**config.mk**
```make
export PLATFORM = sky130hd
export DESIGN_NAME = ctu_top
export DESIGN_NICKNAME = d
export VERILOG_FILES = /design/src/design/ctu_pkg.sv /design/src/design/ctu_top.sv
export VERILOG_INCLUDE_DIRS = /design/src /design/src/design
export SDC_FILE = /design/constraint.sdc
export NUM_CORES = 1
export LEC_CHECK = 0
export BUFFER_PORTS_ARGS = -buffer_cell sky130_fd_sc_hd__buf_2
export CAP_MARGIN = 30
export CORE_MARGIN = 3
export CORE_UTILIZATION = 43
export DETAILED_ROUTE_END_ITERATION = 7
export PLACE_DENSITY_LB_ADDON = 0.15
export SYNTH_ARGS = -nofsm -noshare
export SYNTH_HDL_FRONTEND = slang
export SYNTH_SLANG_ARGS = --single-unit
```
**constraint.sdc**
```tcl
create_clock -name core_clk -period 2 [get_ports core_clk]
set_input_delay 0.5 -clock core_clk [delete_from_list [all_inputs] [get_ports core_clk]]
set_output_delay 0.5 -clock core_clk [all_outputs]
set_load 0.01 [all_outputs]
```
**src/design/ctu_defs.svh**
```systemverilog
// Purpose: constants of the clock tick unit
// Assumes: included by its bare name
// Notes: offsets are byte addresses on the bus, except CTU_CSR_IDX, a word index
`ifndef CTU_DEFS_SVH
`define CTU_DEFS_SVH

// ----------------------------------------
// Register map
// ----------------------------------------
`define CTU_CSR_IDX 8'h26
`define CTU_STAT_ADDR 8'hA0
`define CTU_MASK_ADDR 8'hA4
`define CTU_CSR_RST 8'h00
`define CTU_EV_RST 2'h0

// ----------------------------------------
// Field positions
// ----------------------------------------
`define CTU_FLAG_BIT 0
`define CTU_IE_BIT 1
`define CTU_SEL_LSB 2
`define CTU_EV_TICK 0
`define CTU_EV_WAKE 1

// ----------------------------------------
// Prescaler divisions per period code
// ----------------------------------------
`define CTU_CNT_W 18
`define CTU_DIV0 16000
`define CTU_DIV1 32000
`define CTU_DIV2 80000
`define CTU_DIV3 200000

`endif

```
**src/design/ctu_pkg.sv**
```systemverilog
// Purpose: types of the clock tick unit
// Assumes: ctu_defs.svh supplies the widths
// Notes: mode RUN must stay the first member
`include "ctu_defs.svh"

package ctu_pkg;

	// ----------------------------------------
	// Power modes
	// ----------------------------------------
	typedef enum logic [1:0] {
		CTU_RUN,
		CTU_WAIT,
		CTU_ACT_HALT,
		CTU_HALT
	} ctu_mode_t;

	// ----------------------------------------
	// Whole state of the unit
	// ----------------------------------------
	typedef struct packed {
		ctu_mode_t mode;
		logic [`CTU_CNT_W-1:0] cnt;
		logic [1:0] cur_sel;
		logic [1:0] period_select;
		logic tick_irq_enable;
		logic tick_flag;
		logic [1:0] ev_stat;
		logic [1:0] ev_mask;
		logic ack;
		logic [7:0] rdata;
	} ctu_state_t;

endpackage

```
**src/design/ctu_top.sv**
```systemverilog
// Purpose: clock tick unit, periodic tick flag and low-power mode control
// Assumes: core_clk stands for the divided oscillator clock
// Notes: classic Wishbone slave, one wait state on every access
//
// Functional notes
// - The tick period is 16000, 32000, 80000 or 200000 clocks by code.
// - A new period code takes effect only when the running period ends.
// - The tick interrupt asks only with enable set and no global mask.
// - Halt with the tick enable set enters halt-with-tick, else full halt.
// - The flag sets at period end and only a read of the register clears it.
// - In idle mode counting goes on and a tick interrupt ends idle.
// - In halt-with-tick counting goes on, register writes freeze, a tick sets the flag and, with no global mask, wakes.
// - In full halt counter and register freeze until an external wake.
// - The tick interrupt never wakes the unit from full halt.
// - Reset clears the register to zero; bits 7 to 4 always read zero.
//
// Implementation choice: the Wishbone slave port.
`timescale 1ns/100ps
`include "ctu_defs.svh"

module ctu_top #(
	parameter int unsigned DIV0 = `CTU_DIV0,
	parameter int unsigned DIV1 = `CTU_DIV1,
	parameter int unsigned DIV2 = `CTU_DIV2,
	parameter int unsigned DIV3 = `CTU_DIV3
) (
	input wire logic core_clk,
	input wire logic rstn,
	input wire logic wb_cyc_i,
	input wire logic wb_stb_i,
	input wire logic wb_we_i,
	input wire logic [7:0] wb_adr_i,
	input wire logic [3:0] wb_sel_i,
	input wire logic [31:0] wb_dat_i,
	output logic [31:0] wb_dat_o,
	output logic wb_ack_o,
	input wire logic halt_insn,
	input wire logic wait_insn,
	input wire logic global_mask,
	input wire logic ext_wake,
	output logic tick_irq,
	output logic irq,
	output ctu_pkg::ctu_mode_t power_mode
);
	import ctu_pkg::*;

	// ----------------------------------------
	// Constants
	// ----------------------------------------
	localparam int CW = `CTU_CNT_W;
	localparam logic [CW-1:0] LIM0 = CW'(DIV0 - 1);
	localparam logic [CW-1:0] LIM1 = CW'(DIV1 - 1);
	localparam logic [CW-1:0] LIM2 = CW'(DIV2 - 1);
	localparam logic [CW-1:0] LIM3 = CW'(DIV3 - 1);
	localparam logic [7:0] CSR_ADDR = 8'(`CTU_CSR_IDX * 4);
	localparam logic [7:0] STAT_ADDR = `CTU_STAT_ADDR;
	localparam logic [7:0] MASK_ADDR = `CTU_MASK_ADDR;

	ctu_state_t st;
	ctu_state_t next_st;

	logic [CW-1:0] lim;
	logic counting;
	logic wrap;
	logic take;
	logic bus_live;
	logic hit_csr;
	logic hit_stat;
	logic hit_mask;
	logic rd_csr;
	logic wr_csr;
	logic wake_req;

	// ----------------------------------------
	// Decode and helper terms
	// ----------------------------------------
	// Limit follows the latched code, not the register
	always_comb begin
		unique case (st.cur_sel)
			2'd0: lim = LIM0;
			2'd1: lim = LIM1;
			2'd2: lim = LIM2;
			2'd3: lim = LIM3;
		endcase
	end

	// Only full halt stops the prescaler
	assign counting = (st.mode != CTU_HALT);
	assign wrap = counting && (st.cnt == lim);
	assign take = wb_cyc_i && wb_stb_i && !st.ack;
	// Control register writes and read-clear are frozen in both halt modes; status and mask stay live
	assign bus_live = (st.mode == CTU_RUN) || (st.mode == CTU_WAIT);
	assign hit_csr = (wb_adr_i[7:2] == CSR_ADDR[7:2]);
	assign hit_stat = (wb_adr_i[7:2] == STAT_ADDR[7:2]);
	assign hit_mask = (wb_adr_i[7:2] == MASK_ADDR[7:2]);
	assign rd_csr = take && !wb_we_i && hit_csr && bus_live;
	assign wr_csr = take && wb_we_i && hit_csr && bus_live && wb_sel_i[0];

	// Interrupt gated by enable and global mask
	assign tick_irq = st.tick_flag && st.tick_irq_enable && !global_mask;
	// Tick only wakes from idle or halt-with-tick
	assign wake_req = tick_irq || ext_wake;

	// ----------------------------------------
	// Next state
	// ----------------------------------------
	always_comb begin
		next_st = st;
		next_st.ack = take;

		// Prescaler with automatic restart
		if (counting) begin
			next_st.cnt = wrap ? '0 : st.cnt + 1'b1;
		end
		// Code latched at period boundary only
		if (wrap) begin
			next_st.cur_sel = st.period_select;
		end

		// Read data, unmapped words read zero
		if (take && !wb_we_i) begin
			if (hit_csr) begin
				next_st.rdata = {4'h0, st.period_select,
					st.tick_irq_enable, st.tick_flag};
			end else if (hit_stat) begin
				next_st.rdata = {6'h00, st.ev_stat};
			end else if (hit_mask) begin
				next_st.rdata = {6'h00, st.ev_mask};
			end else begin
				next_st.rdata = 8'h00;
			end
		end

		// Flag only cleared by a read; writes leave it alone
		if (rd_csr) begin
			next_st.tick_flag = 1'b0;
		end
		if (wr_csr) begin
			next_st.period_select =
				wb_dat_i[`CTU_SEL_LSB +: 2];
			next_st.tick_irq_enable = wb_dat_i[`CTU_IE_BIT];
		end
		// Status reads clear, mask is plain storage
		if (take && !wb_we_i && hit_stat) begin
			next_st.ev_stat = `CTU_EV_RST;
		end
		if (take && wb_we_i && hit_mask && wb_sel_i[0]) begin
			next_st.ev_mask = wb_dat_i[1:0];
		end

		// Set after clear, so a tick in a read cycle survives
		if (wrap) begin
			next_st.tick_flag = 1'b1;
			next_st.ev_stat[`CTU_EV_TICK] = 1'b1;
		end

		// Power mode sequencing
		unique case (st.mode)
			CTU_RUN: begin
				if (halt_insn) begin
					next_st.mode = st.tick_irq_enable ?
						CTU_ACT_HALT : CTU_HALT;
				end else if (wait_insn) begin
					next_st.mode = CTU_WAIT;
				end
			end
			CTU_WAIT: begin
				if (wake_req) begin
					next_st.mode = CTU_RUN;
				end
			end
			CTU_ACT_HALT: begin
				if (wake_req) begin
					next_st.mode = CTU_RUN;
					next_st.ev_stat[`CTU_EV_WAKE] = 1'b1;
				end
			end
			CTU_HALT: begin
				// Tick cannot fire here anyway, counter is stopped
				if (ext_wake) begin
					next_st.mode = CTU_RUN;
					next_st.ev_stat[`CTU_EV_WAKE] = 1'b1;
				end
			end
		endcase
	end

	// ----------------------------------------
	// State register
	// ----------------------------------------
	// Zero reset gives code 00, enable off, flag clear
	always_ff @(posedge core_clk or negedge rstn) begin
		if (!rstn) begin
			st <= '0;
		end else begin
			st <= next_st;
		end
	end

	// ----------------------------------------
	// Outputs
	// ----------------------------------------
	assign wb_ack_o = st.ack;
	assign wb_dat_o = {24'h00_0000, st.rdata};
	assign irq = |(st.ev_stat & st.ev_mask);
	assign power_mode = st.mode;
endmodule // ctu_top

```
==> flow_metrics.tcl <==
set metrics [dict create \
    path_clk_slew_ns 0.07 \
    antenna_found_initial 0 \
    cts_buffers 5 \
    cp-start-kind "flop" \
    clock_sinks 35 \
    max-cap-violations 0 \
    root_buffer "clkbuf_8" \
    num-fill-cells 472 \
    initial_core_util 0.4510 \
    slew_viol_final 0 \
    yosys_warnings 0 \
    grt_use_total 0.1449 \
    layout_common_cells "dfrtp_1, conb_1, buf_2" \
    hpwl_mm 3.133 \
    wl_per_cell_um 12.39 \
    worstRegToRegCells 6 \
    pre_cts_ws_ns 0.06141 \
    drc 0 \
    seqCellArea_um2 875.8 \
    cp.required_ns 2.17 \
    ys_top_cells_by_area "dfrtp_1, buf_4, xnor2_1" \
    syn-cell-area_mm2 0.002158 \
    syn_avg_cell_area_um2 9.722 \
    crit_arrival_ns 2.06 \
    met1_length_mm 1.985 \
    final.setup_skew_ns 0.006967 \
    std_cell_rows 25 \
    fin_setup_tns_ns 0 \
    power_w 0.001998 \
    grt_max_degree 36 \
    cts_tree "built" \
    die_x_um 76.85 \
    power.density_mw_per_mm2 827.9 \
    met3_length_um 199 \
    hold_viol 0 \
    wl_met2_mm 1.832 \
    totalWireLength_mm 4.075 \
    multi_input_area_mm2 0.001077 \
    final_common_cell "dfrtp_1" \
    io_buffer_count 28 \
    io_pins 90 \
    highest_layer "met4" \
    synthToLayoutAreaGrowth_pct 11.83 \
    dieArea_mm2 0.005905 \
    hp-class "in -> async" \
    synth_top_cell_area_share 0.4058 \
    grt_overflow 0 \
    p_leak_nw 1.188 \
    insertion_delay_ns 0.28 \
    synth_seq_cells 35 \
    yosysTopAreaCell "dfrtp_1" \
    vias_per_cell 4.784 \
    clockBufferDepth 2 \
    status "complete, no violations" \
    synth_cell_types 46 \
    h-tree-depth 2 \
    ant_nets 0 \
    rsz0062_at_grt "false" \
    syn_inst 222 \
    cp_max_fo 6 \
    drtIter0Drc 101 \
    clock.fmax_mhz 527.3 \
    finalSetupViolations 0 \
    min_period_ns 1.897 \
    vdd_ir_drop_max_uv 563.9 \
    grt_pass1_vias 1468 \
    postCtsHoldBufs 0 \
    drive_above_1_share 0.2405 \
    fin_ws_ns 0.1034 \
    path_class "reg -> reg" \
    grt_pass1_wl_mm 6.858 \
    endpoint_kind "flop" \
    drt-pass1-iter-count 4 \
    n_antenna_cell 0 \
    nNetsFinal 320 \
    period_share 0.9483 \
    coreArea_mm2 0.004786 \
    die_h_um 76.85 \
    num_vias 1574 \
    synth_seq_area_share 0.4058 \
    gp_congestion 0.7471 \
]
[final cells by class]
class,instances,share of cell area
clock inverters,1,0.002074
inverters,6,0.009331
well taps,67,0.03473
clock buffers,7,0.03162
multi-input cells,169,0.4463
repair buffers,44,0.1130
flip-flops and latches,35,0.3629
[worst paths after layout]
check                            start  endpoint  slack (ns)
hold reg to reg               wb_ack_o  wb_ack_o        0.46
min in group core_clk      wb_dat_i[0]     st[9]        0.45
max in group asynchronous         rstn  wb_ack_o        1.65
setup / recovery                st[18]    st[18]        0.10
hold / removal                    rstn    st[35]        0.16
setup reg to reg                st[18]    st[18]        0.10
[logic make-up after synthesis]
family	count (synthesis)	share of synthesized area
and+or+nand+nor	81	0.2035
adders and majority gates	6	0.03478
xor gates and xnor gates	17	0.06898
other	1	0.001737
DFF	35	0.4058
AOI/OAI and AO/OA	27	0.08696
buffers and inverters	45	0.1432
muxes	10	0.05508
[per-stage QoR]
stage	instance area (um2)	util	hold WS (ns)	cells
global route	2414	0.5043	0.1781	329
floorplan	2260	-	0.2044	249
CTS	2404	0.5022	0.1645	328
global placement	2322	0.4852	0.4482	320
finish	2414	0.5043	0.1611	329
detailed placement	2322	0.4852	0.4573	320
[timing repair]
action,in CTS,in global routing
resized for setup,0,1
endpoints found under the setup margin,0,15
setup buffers,0,1
[where the power goes]
part	internal [W]	switching, W	total [W]
sequential	0.000814	0.000108	0.000922
combinational	0.000276	0.000313	0.000589
clock	0.000244	0.000243	0.000488
total	0.00133	0.000664	0.00200
[metal layers]
layer  track usage  vias to the layer above
met4       0.04891                        0
met5             0                        -
li1              -                      784
met3       0.03638                        5
met1        0.1999                      744
met2        0.2213                       41
[critical path: stages (launching register included)]
cell,delay (ns)
dfrtp_1,0.44
buf_4,0.18
nand2b_1,0.15
o21ai_0,0.18
nand4_1,0.20
nor3_4,0.31
mux2_4,0.33
[sequential cells by signal (all words and copies together), names as in the netlist]
register / cells
wb_dat_o: 4
wb_ack_o: 1
st: 28
power_mode: 2
[synth_stat cells (all sizes together)]
cell	count
or3	1
xnor2	10
nor2b	3
clkbuf	2
o21ai	7
o221ai	1
a21oi	3
and3b	1
nor3	6
o311ai	1
nand2	15
nor2	21
mux2	9
or2	1
nand3	7
xor2	7
conb	1
nand3b	4
nand4bb	1
a22o	1
a21o	1
nand4	3
mux2i	1
nand4b	2
nor3b	1
dfrtp	35
o22a	1
inv	6
or4b	1
o22ai	3
nand2b	6
and4	1
o211ai	3
a22oi	3
ha	6
nor4	1
and2	1
nor4b	1
and3	4
a2bb2oi	1
o21a	2
buf	37
(Power assumes the default switching activity.)
